File: src/prt_pkg.sv
// constants, types and register map of the prescaled reload timer
// assumes one 100 MHz clock and a byte-wide register port
package prt_pkg;

  // clock rate, kept for time conversions in this block
  localparam int unsigned PRT_CLK_HZ = 100_000_000;

  // register port widths
  localparam int PRT_AW = 16;
  localparam int PRT_DW = 8;

  // register offsets
  localparam logic [15:0] PRT_OFS_MODE = 16'h008B;
  localparam logic [15:0] PRT_OFS_PRE = 16'h008C;
  localparam logic [15:0] PRT_OFS_TMR = 16'h008D;
  localparam logic [15:0] PRT_OFS_SRC = 16'h008E;

  // field positions in timer_control_mode
  localparam int PRT_B_MOD0 = 0;
  localparam int PRT_B_MOD1 = 1;
  localparam int PRT_B_POL = 2;
  localparam int PRT_B_RUN = 3;
  localparam int PRT_B_INV = 4;
  localparam int PRT_B_MOD2 = 5;
  localparam int PRT_B_EDGE = 6;
  localparam int PRT_B_UND = 7;

  // values after reset
  localparam logic [7:0] PRT_RST_MODE = 8'h00;
  localparam logic [7:0] PRT_RST_CNT = 8'hFF;
  localparam logic [1:0] PRT_RST_SRC = 2'h0;
  localparam logic [7:0] PRT_RD_NONE = 8'h00;

  // count source codes
  localparam logic [1:0] PRT_SRC_F1 = 2'h0;
  localparam logic [1:0] PRT_SRC_F2 = 2'h1;
  localparam logic [1:0] PRT_SRC_F8 = 2'h2;
  localparam logic [1:0] PRT_SRC_LOSC = 2'h3;
  localparam logic [2:0] PRT_DIV8_LAST = 3'h7;

  // operating modes
  typedef enum logic [4:0] {
    PRT_M_TIMER = 5'b00001,
    PRT_M_PULSE = 5'b00010,
    PRT_M_EVENT = 5'b00100,
    PRT_M_WIDTH = 5'b01000,
    PRT_M_PERIOD = 5'b10000
  } prt_mode_t;

  // reload sequence of one stage for writes while running
  typedef enum logic [3:0] {
    PRT_S_IDLE = 4'b0001,
    PRT_S_STORE = 4'b0010,
    PRT_S_MOVE = 4'b0100,
    PRT_S_RESUME = 4'b1000
  } prt_seq_t;

  // one register port request
  typedef struct packed {
    logic [15:0] addr;
    logic [7:0] wdata;
    logic wr;
    logic rd;
  } prt_req_t;

endpackage

File: src/prt_timer.sv
// prescaled reload timer: 8-bit prescaler feeding an 8-bit down counter
// assumes a same-clock register master; pins arrive asynchronously
//
// Functional notes
// - 8-bit timer behind 8-bit prescaler, each reloadable
// - reload and counter share one address
// - five modes selectable
// - timer mode decrements, reloads on underflow, continues
// - division is (prescale+1) times (timer+1)
// - writing run flag one starts counting
// - writing run flag zero halts counting
// - timer underflow raises timer interrupt
// - reads return live counter values
// - halted writes load reload and counter
// - running writes: store, move, resume on pulses
// - low mode bits 00 mean timer/period
// - upper mode bit zero excludes period mode
// - polarity bit picks external interrupt edge
// - polarity rewrite may raise external request
// - timer mode leaves pins as io/interrupt
//
// Added by the designer: the address-and-strobe port.
`timescale 1ns/1ps
module prt_timer (
  // clock and reset
  input wire logic clk_in,
  input wire logic nrst_in,
  // register port
  input wire prt_pkg::prt_req_t req_in,
  output logic [7:0] rd_data_out,
  // pins
  input wire logic ext_int_pin_in,
  input wire logic low_speed_oscillator_clock_in,
  output logic counter_pin_out,
  output logic counter_pin_oe_out,
  // requests and status
  output logic timer_irq_out,
  output logic ext_irq_one_req_out,
  output prt_pkg::prt_mode_t mode_out
);
  import prt_pkg::*;

  // decode the three mode select bits into one mode
  function automatic prt_mode_t prt_decode(input logic [7:0] m);
    logic [2:0] sel;
    sel = {m[PRT_B_MOD2], m[PRT_B_MOD1], m[PRT_B_MOD0]};
    case (sel)
      3'h0: prt_decode = PRT_M_TIMER;
      3'h1: prt_decode = PRT_M_PULSE;
      3'h2: prt_decode = PRT_M_EVENT;
      3'h3: prt_decode = PRT_M_WIDTH;
      3'h4: prt_decode = PRT_M_PERIOD;
      default: prt_decode = PRT_M_TIMER;
    endcase
  endfunction

  // register state
  logic [7:0] mode_r; // timer_control_mode
  logic [1:0] src_sel_r; // count source select
  logic [7:0] pre_rld_r; // prescaler_reload_count
  logic [7:0] pre_cnt_r; // prescaler counter
  logic [7:0] tmr_rld_r; // timer reload
  logic [7:0] tmr_cnt_r; // timer counter
  logic [7:0] pre_data_r; // value held for running write
  logic [7:0] tmr_data_r;
  prt_seq_t pre_seq_r; // reload sequence per stage
  prt_seq_t tmr_seq_r;

  // count source generation
  logic [2:0] div_r; // free divider for f2 and f8
  logic losc_s1_r; // synchroniser, first stage
  logic losc_s2_r; // synchroniser, second stage
  logic losc_d_r; // delayed copy for edge detect
  logic src_tick_r; // one-cycle count source pulse

  // external interrupt input
  logic ext_s1_r;
  logic ext_s2_r;
  logic ext_act_r; // last active-level value

  // decoded controls
  logic run;
  logic timer_mode;
  logic wr_mode;
  logic wr_pre;
  logic wr_tmr;
  logic pre_uf;
  logic tmr_step;
  logic tmr_uf;
  logic ext_act;

  assign run = mode_r[PRT_B_RUN];
  assign timer_mode = (prt_decode(mode_r) == PRT_M_TIMER);
  assign wr_mode = req_in.wr && (req_in.addr == PRT_OFS_MODE);
  assign wr_pre = req_in.wr && (req_in.addr == PRT_OFS_PRE);
  assign wr_tmr = req_in.wr && (req_in.addr == PRT_OFS_TMR);
  // prescaler underflow only while its sequence is idle
  assign pre_uf = run && src_tick_r && (pre_seq_r == PRT_S_IDLE)
    && (pre_cnt_r == 8'h00);
  assign tmr_step = pre_uf && (tmr_seq_r == PRT_S_IDLE);
  assign tmr_uf = tmr_step && (tmr_cnt_r == 8'h00);
  // active level follows polarity at once, so a rewrite can fake an edge
  assign ext_act = ext_s2_r ^ mode_r[PRT_B_POL];

  // mode register; unused select bits are stored as written
  always_ff @(posedge clk_in or negedge nrst_in) begin
    if (!nrst_in) begin
      mode_r <= PRT_RST_MODE;
    end else if (wr_mode) begin
      mode_r <= req_in.wdata;
    end
  end

  // count source select register
  always_ff @(posedge clk_in or negedge nrst_in) begin
    if (!nrst_in) begin
      src_sel_r <= PRT_RST_SRC;
    end else if (req_in.wr && (req_in.addr == PRT_OFS_SRC)) begin
      src_sel_r <= req_in.wdata[1:0];
    end
  end

  // divider and low-speed oscillator synchroniser
  always_ff @(posedge clk_in or negedge nrst_in) begin
    if (!nrst_in) begin
      div_r <= 3'h0;
      losc_s1_r <= 1'b0;
      losc_s2_r <= 1'b0;
      losc_d_r <= 1'b0;
    end else begin
      div_r <= div_r + 3'h1;
      losc_s1_r <= low_speed_oscillator_clock_in;
      losc_s2_r <= losc_s1_r;
      losc_d_r <= losc_s2_r;
    end
  end

  // selected count source pulse, one cycle wide
  always_ff @(posedge clk_in or negedge nrst_in) begin
    if (!nrst_in) begin
      src_tick_r <= 1'b0;
    end else begin
      case (src_sel_r)
        PRT_SRC_F1: src_tick_r <= 1'b1;
        PRT_SRC_F2: src_tick_r <= div_r[0];
        PRT_SRC_F8: src_tick_r <= (div_r == PRT_DIV8_LAST);
        PRT_SRC_LOSC: src_tick_r <= losc_s2_r && !losc_d_r;
        default: src_tick_r <= 1'b0;
      endcase
    end
  end

  // prescaler stage: reload, counter and running-write sequence
  always_ff @(posedge clk_in or negedge nrst_in) begin
    if (!nrst_in) begin
      pre_rld_r <= PRT_RST_CNT;
      pre_cnt_r <= PRT_RST_CNT;
      pre_data_r <= PRT_RST_CNT;
      pre_seq_r <= PRT_S_IDLE;
    end else if (wr_pre && !run) begin
      pre_rld_r <= req_in.wdata;
      pre_cnt_r <= req_in.wdata;
      pre_seq_r <= PRT_S_IDLE;
    end else if (wr_pre) begin
      pre_data_r <= req_in.wdata;
      pre_seq_r <= PRT_S_STORE;
    end else if (!run && (pre_seq_r != PRT_S_IDLE)) begin
      // halted mid-sequence: finish the load at once
      pre_rld_r <= pre_data_r;
      pre_cnt_r <= pre_data_r;
      pre_seq_r <= PRT_S_IDLE;
    end else if (run && src_tick_r) begin
      case (pre_seq_r)
        PRT_S_STORE: begin
          pre_rld_r <= pre_data_r;
          pre_seq_r <= PRT_S_MOVE;
        end
        PRT_S_MOVE: begin
          pre_cnt_r <= pre_rld_r;
          pre_seq_r <= PRT_S_RESUME;
        end
        PRT_S_RESUME: pre_seq_r <= PRT_S_IDLE;
        PRT_S_IDLE: begin
          if (pre_cnt_r == 8'h00) begin
            pre_cnt_r <= pre_rld_r;
          end else begin
            pre_cnt_r <= pre_cnt_r - 8'h01;
          end
        end
        default: pre_seq_r <= PRT_S_IDLE;
      endcase
    end
  end

  // timer stage: steps on prescaler underflow, sequence on source pulse
  always_ff @(posedge clk_in or negedge nrst_in) begin
    if (!nrst_in) begin
      tmr_rld_r <= PRT_RST_CNT;
      tmr_cnt_r <= PRT_RST_CNT;
      tmr_data_r <= PRT_RST_CNT;
      tmr_seq_r <= PRT_S_IDLE;
    end else if (wr_tmr && !run) begin
      tmr_rld_r <= req_in.wdata;
      tmr_cnt_r <= req_in.wdata;
      tmr_seq_r <= PRT_S_IDLE;
    end else if (wr_tmr) begin
      tmr_data_r <= req_in.wdata;
      tmr_seq_r <= PRT_S_STORE;
    end else if (!run && (tmr_seq_r != PRT_S_IDLE)) begin
      tmr_rld_r <= tmr_data_r;
      tmr_cnt_r <= tmr_data_r;
      tmr_seq_r <= PRT_S_IDLE;
    end else if (run && src_tick_r && (tmr_seq_r != PRT_S_IDLE)) begin
      case (tmr_seq_r)
        PRT_S_STORE: begin
          tmr_rld_r <= tmr_data_r;
          tmr_seq_r <= PRT_S_MOVE;
        end
        PRT_S_MOVE: begin
          tmr_cnt_r <= tmr_rld_r;
          tmr_seq_r <= PRT_S_RESUME;
        end
        PRT_S_RESUME: tmr_seq_r <= PRT_S_IDLE;
        default: tmr_seq_r <= PRT_S_IDLE;
      endcase
    end else if (tmr_uf) begin
      tmr_cnt_r <= tmr_rld_r;
    end else if (tmr_step) begin
      tmr_cnt_r <= tmr_cnt_r - 8'h01;
    end
  end

  // timer interrupt pulse, one cycle per underflow
  always_ff @(posedge clk_in or negedge nrst_in) begin
    if (!nrst_in) begin
      timer_irq_out <= 1'b0;
    end else begin
      timer_irq_out <= tmr_uf;
    end
  end

  // external interrupt pin synchroniser
  always_ff @(posedge clk_in or negedge nrst_in) begin
    if (!nrst_in) begin
      ext_s1_r <= 1'b0;
      ext_s2_r <= 1'b0;
    end else begin
      ext_s1_r <= ext_int_pin_in;
      ext_s2_r <= ext_s1_r;
    end
  end

  // edge detect on active level; only the interrupt function in timer mode
  always_ff @(posedge clk_in or negedge nrst_in) begin
    if (!nrst_in) begin
      ext_act_r <= 1'b0;
      ext_irq_one_req_out <= 1'b0;
    end else begin
      ext_act_r <= ext_act;
      ext_irq_one_req_out <= timer_mode && ext_act && !ext_act_r;
    end
  end

  // dedicated counter pin stays plain io in timer mode: never driven here
  always_ff @(posedge clk_in or negedge nrst_in) begin
    if (!nrst_in) begin
      counter_pin_out <= 1'b0;
      counter_pin_oe_out <= 1'b0;
    end else begin
      counter_pin_out <= 1'b0;
      counter_pin_oe_out <= 1'b0;
    end
  end

  // decoded mode published for the other mode blocks
  always_ff @(posedge clk_in or negedge nrst_in) begin
    if (!nrst_in) begin
      mode_out <= PRT_M_TIMER;
    end else begin
      mode_out <= prt_decode(mode_r);
    end
  end

  // read data, valid in the cycle after the read strobe
  always_ff @(posedge clk_in or negedge nrst_in) begin
    if (!nrst_in) begin
      rd_data_out <= PRT_RD_NONE;
    end else if (req_in.rd) begin
      case (req_in.addr)
        PRT_OFS_MODE: rd_data_out <= mode_r;
        PRT_OFS_PRE: rd_data_out <= pre_cnt_r;
        PRT_OFS_TMR: rd_data_out <= tmr_cnt_r;
        PRT_OFS_SRC: rd_data_out <= {6'h00, src_sel_r};
        default: rd_data_out <= PRT_RD_NONE;
      endcase
    end else begin
      rd_data_out <= PRT_RD_NONE;
    end
  end

endmodule

File: config.mk
export PLATFORM = sky130hd
export DESIGN_NAME = prt_timer
export DESIGN_NICKNAME = d
export VERILOG_FILES = /design/src/prt_pkg.sv /design/src/prt_timer.sv
export SDC_FILE = /design/constraint.sdc
export NUM_CORES = 1
export LEC_CHECK = 0
export ABC_AREA = 0
export BUFFER_PORTS_ARGS = -buffer_cell sky130_fd_sc_hd__buf_4
export CORE_MARGIN = 5
export CORE_UTILIZATION = 40
export DETAILED_ROUTE_END_ITERATION = 10
export GPL_TIMING_DRIVEN = 0
export SETUP_SLACK_MARGIN = 0.1
export SLEW_MARGIN = 20
export SYNTH_ARGS = -nofsm -noshare
export SYNTH_HDL_FRONTEND = slang
export SYNTH_SLANG_ARGS = --single-unit
File: constraint.sdc
create_clock -name clk_in -period 5.22 [get_ports clk_in]
set_input_delay 0.783 -clock clk_in [delete_from_list [all_inputs] [get_ports clk_in]]
set_output_delay 0.783 -clock clk_in [all_outputs]
set_load 0.02 [all_outputs]
==> summary.md, run 1 <==
| Metric | Value |
|---|---|
| Layout area overhead | 17.9% |
| Routed Antenna Nets | 0 |
| FFs w/ async S/R, synth | 100% |
| Period utilisation layout | 56.8% |
| Root Driver | clkbuf_16 |
| Slowest-stage cell, CP | nor3_2 |
| Vias in the first global route | 3,925 |
| TritonCTS buffer count | 9 |
| WS Path Type | input pin to flip-flop |
| Postcts setup bufs | 0 |
| Synth cell types | 78 |
| Outcome | finished, final reports clean |
| Utilization after layout | 48.2% |
| # Max-Cap Violations | 0 |
| # nets final | 570 |
| Drt via density | 5.69 |
| DIE AREA | 14,700 µm² |
| Worst-path maximum fanout | 10 |
| CP required | 5.49 ns |
| Leakage power | 2.40 nW |
| CTS sink count | 91 |
| Fin. max-slew vios | 0 |
| WL final | 13,300 µm |
| Layout cells sized above 1 | 31.5% |
| Most common cell in the netlist | nor2_1 |
| Ranking of synthesized cells by instance count | nor2_1, dfstp_2, nand2_1, dfrtp_1, a21oi_1 |
| Seq/Total Area, Yosys | 47.4% |
| Antenna Cells | 0 |
| Least-Margin Pin Slew | 1.11 ns |
| HP Class | flip-flop to flip-flop |
| Number of H-tree levels | 3 |
| Starting density of the core | 40.9% |
| Die Width | 121 µm |
| Drt wl/cell | 18.8 µm |
| Final-layout fill cell count | 1,140 |
| CTS tree | yes |
| Worst path bufs/invs | 2 |
| Worst-path clk slew | 0.06 ns |
| Core ar. | 12,100 µm² |
| Top FF cell, synth | dfstp_2 |
| # DRC | 0 |
| First-pass GRT wire length | 21,400 µm |
| Initial drt markers | 396 |
| Unrepaired setup endpoints after global routing | false |
| Initial antenna violation count | 0 |
| Congestion Overflow GR | 0 |
| Area contributors post-synth | dfstp_2, dfrtp_1, mux2_2 |
| Max-slew headroom | 25.2% |
| Worst-Skew Late Latency | 0.35 ns |
| Post-Synthesis Cells | 480 |
| Top-area cell type share of the netlist area | 27.1% |
| Final Hold Vio Count | 0 |
| Height of the die | 121 µm |
| Worst path cell trace | buf_4 > nor4b_1 > nand4_1 > nor3_2 > nand3b_1 > buf_2 > nor2_1 > a31oi_1 |
| Seq cells post-synth | 91 |
| Port bufs | 43 |
| Setup-failing EPs final | 0 |
| Sum Neg Setup Slack | 0 ns |
| Rows | 40 |
| GRT Resource Usage Total | 18.9% |
| Hold_buf cts | 0 |
| Total power draw | 1.51 mW |
| Post-placement setup slack | 1.91 ns |
| Critical Path AT | 3.23 ns |
| Crit path max-delay family | simple AND/OR/NAND/NOR gates |
| Min cycle time layout | 2.96 ns |
| CP endpoint kind | flip-flop |
| GR peak layer | met2 |
| Hpwl dp | 9570 µm |
| Via count | 4,030 |
| Post-synth EDFFs | 0 |
| Detailed-router iteration count before antenna repair | 6 |
| Num ports | 47 |
| Element type at the critical path start | input pin |
| Largest net degree at the start of global routing | 92 |
| M2 GR Usage | 27.1% |
| Post-route worst setup slack | 2.26 ns |
| Clock Path Buffers | 2 |
| VDD IR max | 0.000155 V |
| Pwr dens | 260 nW/µm² |
| Post-Syn Area | 4940 µm² |
| Met1 usage | 26.9% |
| Fmax achieved | 337 MHz |
| Ys Warns | 0 |
| Clk_skew | 0.00676 ns |
| Met3 layer usage reported by global route | 3.64% |
| Largest stage delay, worst path | 0.65 ns |
| Final RePlAce weighted congestion | 0.900 |
| Count of cells resized by post-cts repair | 0 |
| Avg Cell Area, Syn | 10.3 µm² |
| Synth area leader | dfstp_2 |
==> stage by stage <==
step,instance area [µm²],hold slack (ns),cells
after floorplan,4940,0.331,481
after global placement,5470,0.332,692
after detailed placement,5470,0.339,692
after CTS,5820,0.361,708
after global routing,5820,0.373,708
final,5820,0.355,708
==> sequential cells by signal, indices dropped and copies added, names as in the netlist, 4 cells and up <==
| signal | count |
|---|---|
| tmr_seq_r | 4 |
| pre_seq_r | 4 |
| mode_out | 5 |
| mode_r | 8 |
| tmr_data_r | 8 |
| pre_cnt_r | 8 |
| tmr_rld_r | 8 |
| tmr_cnt_r | 8 |
| pre_rld_r | 8 |
| pre_data_r | 8 |
| rd_data_out | 8 |
==> worst register-to-register path, delay by kind of cell (launching register included) <==
kind                   cells  cell delay, ns
AOI/OAI and AO/OA          3            1.00
buffers and inverters      3            1.03
DFF                        1            0.44
and+or+nand+nor            1            0.20
==> kinds of logic (layout without fill, tap and decap cells) <==
family | count (synthesis) | count (layout) | share of synthesized area [%]
compound gates | 114 | 114 | 15.9
buf+inv | 33 | 92 | 3.83
mux | 38 | 38 | 8.41
xor+xnor | 8 | 8 | 1.42
other cells | 1 | 2 | 0.0760
fa+ha+maj | 5 | 5 | 1.27
flops | 91 | 91 | 47.4
simple gates | 190 | 190 | 21.7
==> path summary, 6_finish.rpt <==
path                       slack [ns]  cells past startpoint      endpoint  startpoint
min in group asynchronous        0.52                      1     losc_s1_r     nrst_in
max in group asynchronous        4.19                      1      ext_s1_r     nrst_in
hold / removal                   0.35                      0     losc_s2_r   losc_s1_r
hold reg to reg                  0.35                      0     losc_s2_r   losc_s1_r
setup / recovery                 2.26                      8  pre_rld_r[5]  req_in[15]
setup reg to reg                 2.47                      7  tmr_rld_r[6]   mode_r[3]
==> cell type report <==
cell class | instances | area [µm²] | area share, %
flip-flops and latches | 91 | 2340 | 40.2
repair buffers | 43 | 327 | 5.61
plain buffers | 23 | 151 | 2.60
clock inverters | 7 | 116 | 2.00
well taps | 168 | 210 | 3.61
inverters | 10 | 37.5 | 0.645
clock buffers | 9 | 225 | 3.87
multi-input cells | 357 | 2410 | 41.4
==> power by group <==
| part | total [mW] | internal (mW) | switching, mW |
|---|---|---|---|
| clock network | 0.735 | 0.467 | 0.269 |
| logic | 0.0630 | 0.0227 | 0.0403 |
| registers | 0.713 | 0.711 | 0.00212 |
| total | 1.51 | 1.20 | 0.311 |
==> routing by layer <==
metal | share of wire (%) | wire length [µm]
met2 | 43 | 5740
met3 | 6.8 | 898
met4 | 4.0 | 538
met5 | 0 | 0
met1 | 46 | 6120
==> cells in the final DEF (no fill, tap or decap), drive strengths merged, types with 6 or more instances in the layout <==
cell type,synthesis,layout
a222oi,7,7
mux2,28,28
clkbuf,10,19
nand4,8,8
mux2i,10,10
buf,13,56
nor3b,7,7
dfstp,51,51
nor4,9,9
a21oi,29,29
a31oi,16,16
and3,6,6
o21ai,20,20
dfrtp,40,40
or4,7,7
nand2,47,47
nand2b,7,7
nor2,54,54
nor3,6,6
inv,10,10
Power figures use the tool's default switching activity.
==> run 2, diff against run 1 <==
Clock period 5.22 ns to 2.5 ns, I/O delays scaled along.
==> summary.md, run 2 (synthesized netlist as in run 1, its figures left out) <==
| Metric | Value |
|---|---|
| Outcome | finished, final reports clean |
| Hold slack | 0.111 ns |
| Drt via density | 5.74 |
| CTS sink count | 91 |
| Fin. max-slew vios | 0 |
| VDD IR max | 0.000325 V |
| Core ar. | 12,100 µm² |
| Worst-path clk slew | 0.06 ns |
| Largest net degree at the start of global routing | 92 |
| Met3 layer usage reported by global route | 3.54% |
| Post-route worst setup slack | 0.157 ns |
| WS Path Type | flip-flop to flip-flop |
| Clock Path Buffers | 2 |
| Max-slew headroom | 38.4% |
| # Max-Cap Violations | 0 |
| Layout cells sized above 1 | 36.6% |
| Rows | 40 |
| Register area | 2340 µm² |
| Final Hold Vio Count | 0 |
| CP required | 2.77 ns |
| Number of H-tree levels | 3 |
| Commonest non-fill, non-tap cell in the layout | buf_4 |
| Detailed-router iteration count before antenna repair | 5 |
| Worst-Skew Late Latency | 0.35 ns |
| Vias in the first global route | 4,022 |
| Internal | 2.51 mW |
| Min cycle time layout | 2.34 ns |
| Num ports | 47 |
| Clk_skew | 0.00671 ns |
| Final Cell Area | 6070 µm² |
| Initial drt markers | 467 |
| GRT Resource Usage Total | 19.1% |
| Hold_buf cts | 0 |
| DIE AREA | 14,700 µm² |
| Period utilisation layout | 93.7% |
| Via count | 4,178 |
| First-pass GRT wire length | 21,600 µm |
| WL final | 13,700 µm |
| Critical Path AT | 2.62 ns |
| Clock power frac | 48.6% |
| CP endpoint kind | flip-flop |
| Setup-failing EPs final | 0 |
| Initial antenna violation count | 0 |
| # nets final | 590 |
| Root Driver | clkbuf_16 |
| TritonCTS buffer count | 9 |
| Reg2Reg Depth | 8 |
| HP Class | input pin to async pin |
| Switching share of total power | 20.7% |
| M2 GR Usage | 28.1% |
| Final RePlAce weighted congestion | 0.900 |
| Total power draw | 3.17 mW |
| Area of the multi-input gates | 2500 µm² |
| Pwr dens | 521 nW/µm² |
| Port bufs | 43 |
| Worst r2r src | tmr_seq_r[0] |
| Die Width | 121 µm |
| Antenna Cells | 0 |
| # DRC | 0 |
| CP startpoint | tmr_seq_r[0] |
| Combinational share of power | 4.3% |
| Congestion Overflow GR | 0 |
| Post-placement setup slack | -0.405 ns |
| Commonest cells after routing, fill and taps aside | buf_4, nor2_1, dfstp_2, nand2_1, dfrtp_1 |
| GR peak layer | met2 |
| Fmax achieved | 427 MHz |
| Unrepaired setup endpoints after global routing | true |
| Post-place instance area | 5470 µm² |
| Drt wl/cell | 18.8 µm |
| Worst-path maximum fanout | 5 |
| Final-layout fill cell count | 1,118 |
| Sum Neg Setup Slack | 0 ns |
| Element type at the critical path start | flip-flop |
| Leakage power | 2.56 nW |
| Hpwl dp | 9570 µm |
| Met1 usage | 26.9% |
| Starting density of the core | 40.9% |
| Layout area overhead | 23.0% |
| NetSw | 0.657 mW |
| Least-Margin Pin Slew | 0.917 ns |
| Flop pwr share | 47.1% |
| Routed Antenna Nets | 0 |
| Height of the die | 121 µm |
| CTS tree | yes |
## run 2: power by group through the flow
stage	clock network, mW	registers, mW	logic (mW)
CTS	1.57	1.49	0.135
global route	1.63	1.49	0.152
finish	1.54	1.49	0.137
global placement	0	1.51	0.131
floorplan	0	1.51	0.0358
detailed placement	0	1.51	0.133
## run 2: final timing paths
path	to	slack (ns)
max	tmr_cnt_r[7]	0.16
min	losc_s1_r	0.11
max reg2reg	tmr_cnt_r[7]	0.16
min reg2reg	losc_s2_r	0.35
max in group asynchronous	ext_s1_r	1.87
min in group clk_in	ext_s1_r	0.13
## run 2: worst max-delay path, stage by stage, from the launching register on
cell	delay (ns)
dfstp_2	0.57
or4b_1	0.57
nand2_1	0.21
a21boi_4	0.23
buf_4	0.17
o21ai_4	0.06
buf_4	0.14
buf_4	0.13
o211a_1	0.20
## run 2: final cells by class
class                           count  share of cell area [%]
Tap cell                          168                    3.46
Clock inverter                      7                    1.92
Timing Repair Buffer               63                    7.85
Clock buffer                        9                    3.71
Inverter                           10                   0.618
Multi-Input combinational cell    357                    41.2
Buffer                             23                    2.74
Sequential cell                    91                    38.5
## run 2: what timing repair did
action	in CTS	in global routing
setup endpoints to repair	38	32
buffers inserted	13	7
hold endpoints to repair	0	0
pin swaps	10	6
gates resized for setup	14	18
cloned	0	0
## run 2: layer usage
layer | up-vias | part of all wire (%)
li1 | 1942 | -
met1 | 2041 | 46
met2 | 170 | 44
met3 | 25 | 6.6
met4 | 0 | 3.2
met5 | - | 0
## run 2: stage by stage
stage	util, %	cells
floorplan	-	481
global placement	45.4	692
detailed placement	45.4	692
CTS	49.6	721
global route	50.4	728
finish	50.4	728
==> run 3, diff against run 2 <==
Settings changed: REMOVE_ABC_BUFFERS set to 1.
==> summary.md, run 3 (synthesized netlist as in run 1, its figures left out) <==
| Metric | Value |
|---|---|
| Outcome | finished, final reports clean |
| Leakage power | 2.49 nW |
| Initial antenna violation count | 0 |
| Commonest cells after routing, fill and taps aside | buf_4, nor2_1, dfstp_2, nand2_1, dfrtp_1 |
| Commonest non-fill, non-tap cell in the layout | buf_4 |
| Post-placement setup slack | -0.784 ns |
| Total power draw | 3.17 mW |
| WL final | 13,400 µm |
| Fin. max-slew vios | 0 |
| Post-place instance area | 5340 µm² |
| Port bufs | 44 |
| Fmax achieved | 418 MHz |
| Rows | 40 |
| Routed Antenna Nets | 0 |
| CP endpoint kind | flip-flop |
| Congestion Overflow GR | 0 |
| RR Endpoint | tmr_cnt_r[4] |
| HP Class | input pin to async pin |
| Least-Margin Pin Slew | 1.07 ns |
| Min cycle time layout | 2.39 ns |
| Max-slew headroom | 28.3% |
| GRT Resource Usage Total | 18.5% |
| Antenna Cells | 0 |
| CTS tree | yes |
| Post-route worst setup slack | 0.108 ns |
| Root Driver | clkbuf_16 |
| Largest net degree at the start of global routing | 92 |
| Utilization after layout | 49.7% |
| Via count | 4,082 |
| Num ports | 47 |
| DIE AREA | 14,700 µm² |
| Worst-Skew Late Latency | 0.35 ns |
| Die Width | 121 µm |
| Setup-failing EPs final | 0 |
| TritonCTS buffer count | 9 |
| VDD IR max | 0.000353 V |
| CTS sink count | 91 |
| Height of the die | 121 µm |
| Sum Neg Setup Slack | 0 ns |
| Starting density of the core | 40.9% |
| Hold_buf cts | 0 |
| Reg2Reg Depth | 6 |
| Period utilisation layout | 95.7% |
| Final Hold Vio Count | 0 |
| Number of H-tree levels | 3 |
| Unrepaired setup endpoints after global routing | true |
| Final RePlAce weighted congestion | 0.860 |
| Final-layout fill cell count | 1,135 |
| Worst-path clk slew | 0.06 ns |
| # Max-Cap Violations | 0 |
| Worst r2r src | pre_seq_r[2] |
| Drt via density | 5.76 |
| Hpwl dp | 8960 µm |
| Worst-path maximum fanout | 10 |
| CP required | 2.75 ns |
| Drt wl/cell | 18.9 µm |
| Reg2reg setup slack | 0.11 ns |
| Initial drt markers | 353 |
| Element type at the critical path start | flip-flop |
| First-pass GRT wire length | 21,000 µm |
| Clock Path Buffers | 2 |
| Clk_skew | 0.00332 ns |
| Detailed-router iteration count before antenna repair | 5 |
| Critical Path AT | 2.64 ns |
| WS Path Type | flip-flop to flip-flop |
| Layout cells sized above 1 | 36.4% |
| Vias in the first global route | 3,853 |
| # DRC | 0 |
| Layout area overhead | 21.5% |
| # nets final | 571 |
| Core ar. | 12,100 µm² |
| Final Cell Area | 6000 µm² |
| Pwr dens | 529 nW/µm² |
run 3: cell types whose count changed in the layout (fill, tap and decap cells not counted), sizes merged:
| cell | before | now |
|---|---|---|
| buf | 77 | 67 |
| clkbuf | 18 | 9 |
run 3: layout make-up:
cell class,instances,area [µm²],share of cell area [%]
clock buffers,9,225,3.76
clock inverters,7,116,1.94
inverters,10,37.5,0.626
multi-input cells,357,2530,42.1
flip-flops and latches,91,2340,39.1
well taps,168,210,3.51
repair buffers,67,536,8.93
run 3: worst max path at each step:
stage | startpoint | endpoint | slack (ns)
floorplan | mode_r[3] | tmr_rld_r[7] | 0.07
global placement | mode_r[3] | tmr_rld_r[6] | -0.78
detailed placement | mode_r[3] | tmr_rld_r[7] | -0.78
CTS | tmr_seq_r[0] | tmr_cnt_r[7] | 0.09
global route | tmr_seq_r[0] | tmr_cnt_r[7] | 0.04
finish | pre_seq_r[2] | tmr_cnt_r[4] | 0.11
run 3: critical path, stage by stage, from the launching register on:
cell,delay [ns]
dfrtp_1,0.51
or4b_4,0.63
nor3_4,0.28
a41oi_4,0.17
and3_4,0.22
o32a_1,0.27
a311oi_1,0.22
run 3: power by group:
group          switching [mW]  leakage (nW)  total, mW  internal, mW
clock network           0.580         0.165       1.55         0.975
registers             0.00446          1.06       1.49          1.48
logic                  0.0821          1.27      0.129        0.0474
run 3: per-layer routing:
layer  vias up  routed length [µm]  track usage [%]
met5         -                   0                0
li1       1895                   -                -
met3        21                 848             2.80
met1      2011                5970             25.6
met4         0                 368             9.42
met2       155                6180             28.2
run 3: metrics by stage:
step | std cells | hold WS, ns
detailed placement | 670 | 0.336
finish | 709 | 0.108
CTS | 694 | 0.120
global placement | 670 | 0.334
floorplan | 458 | 0.0794
global route | 709 | 0.129
run 3: timing repair:
item,in CTS,in global routing
endpoints found under the setup margin,57,31
pin swaps,4,9
setup buffers,8,15
gates resized for setup,16,10
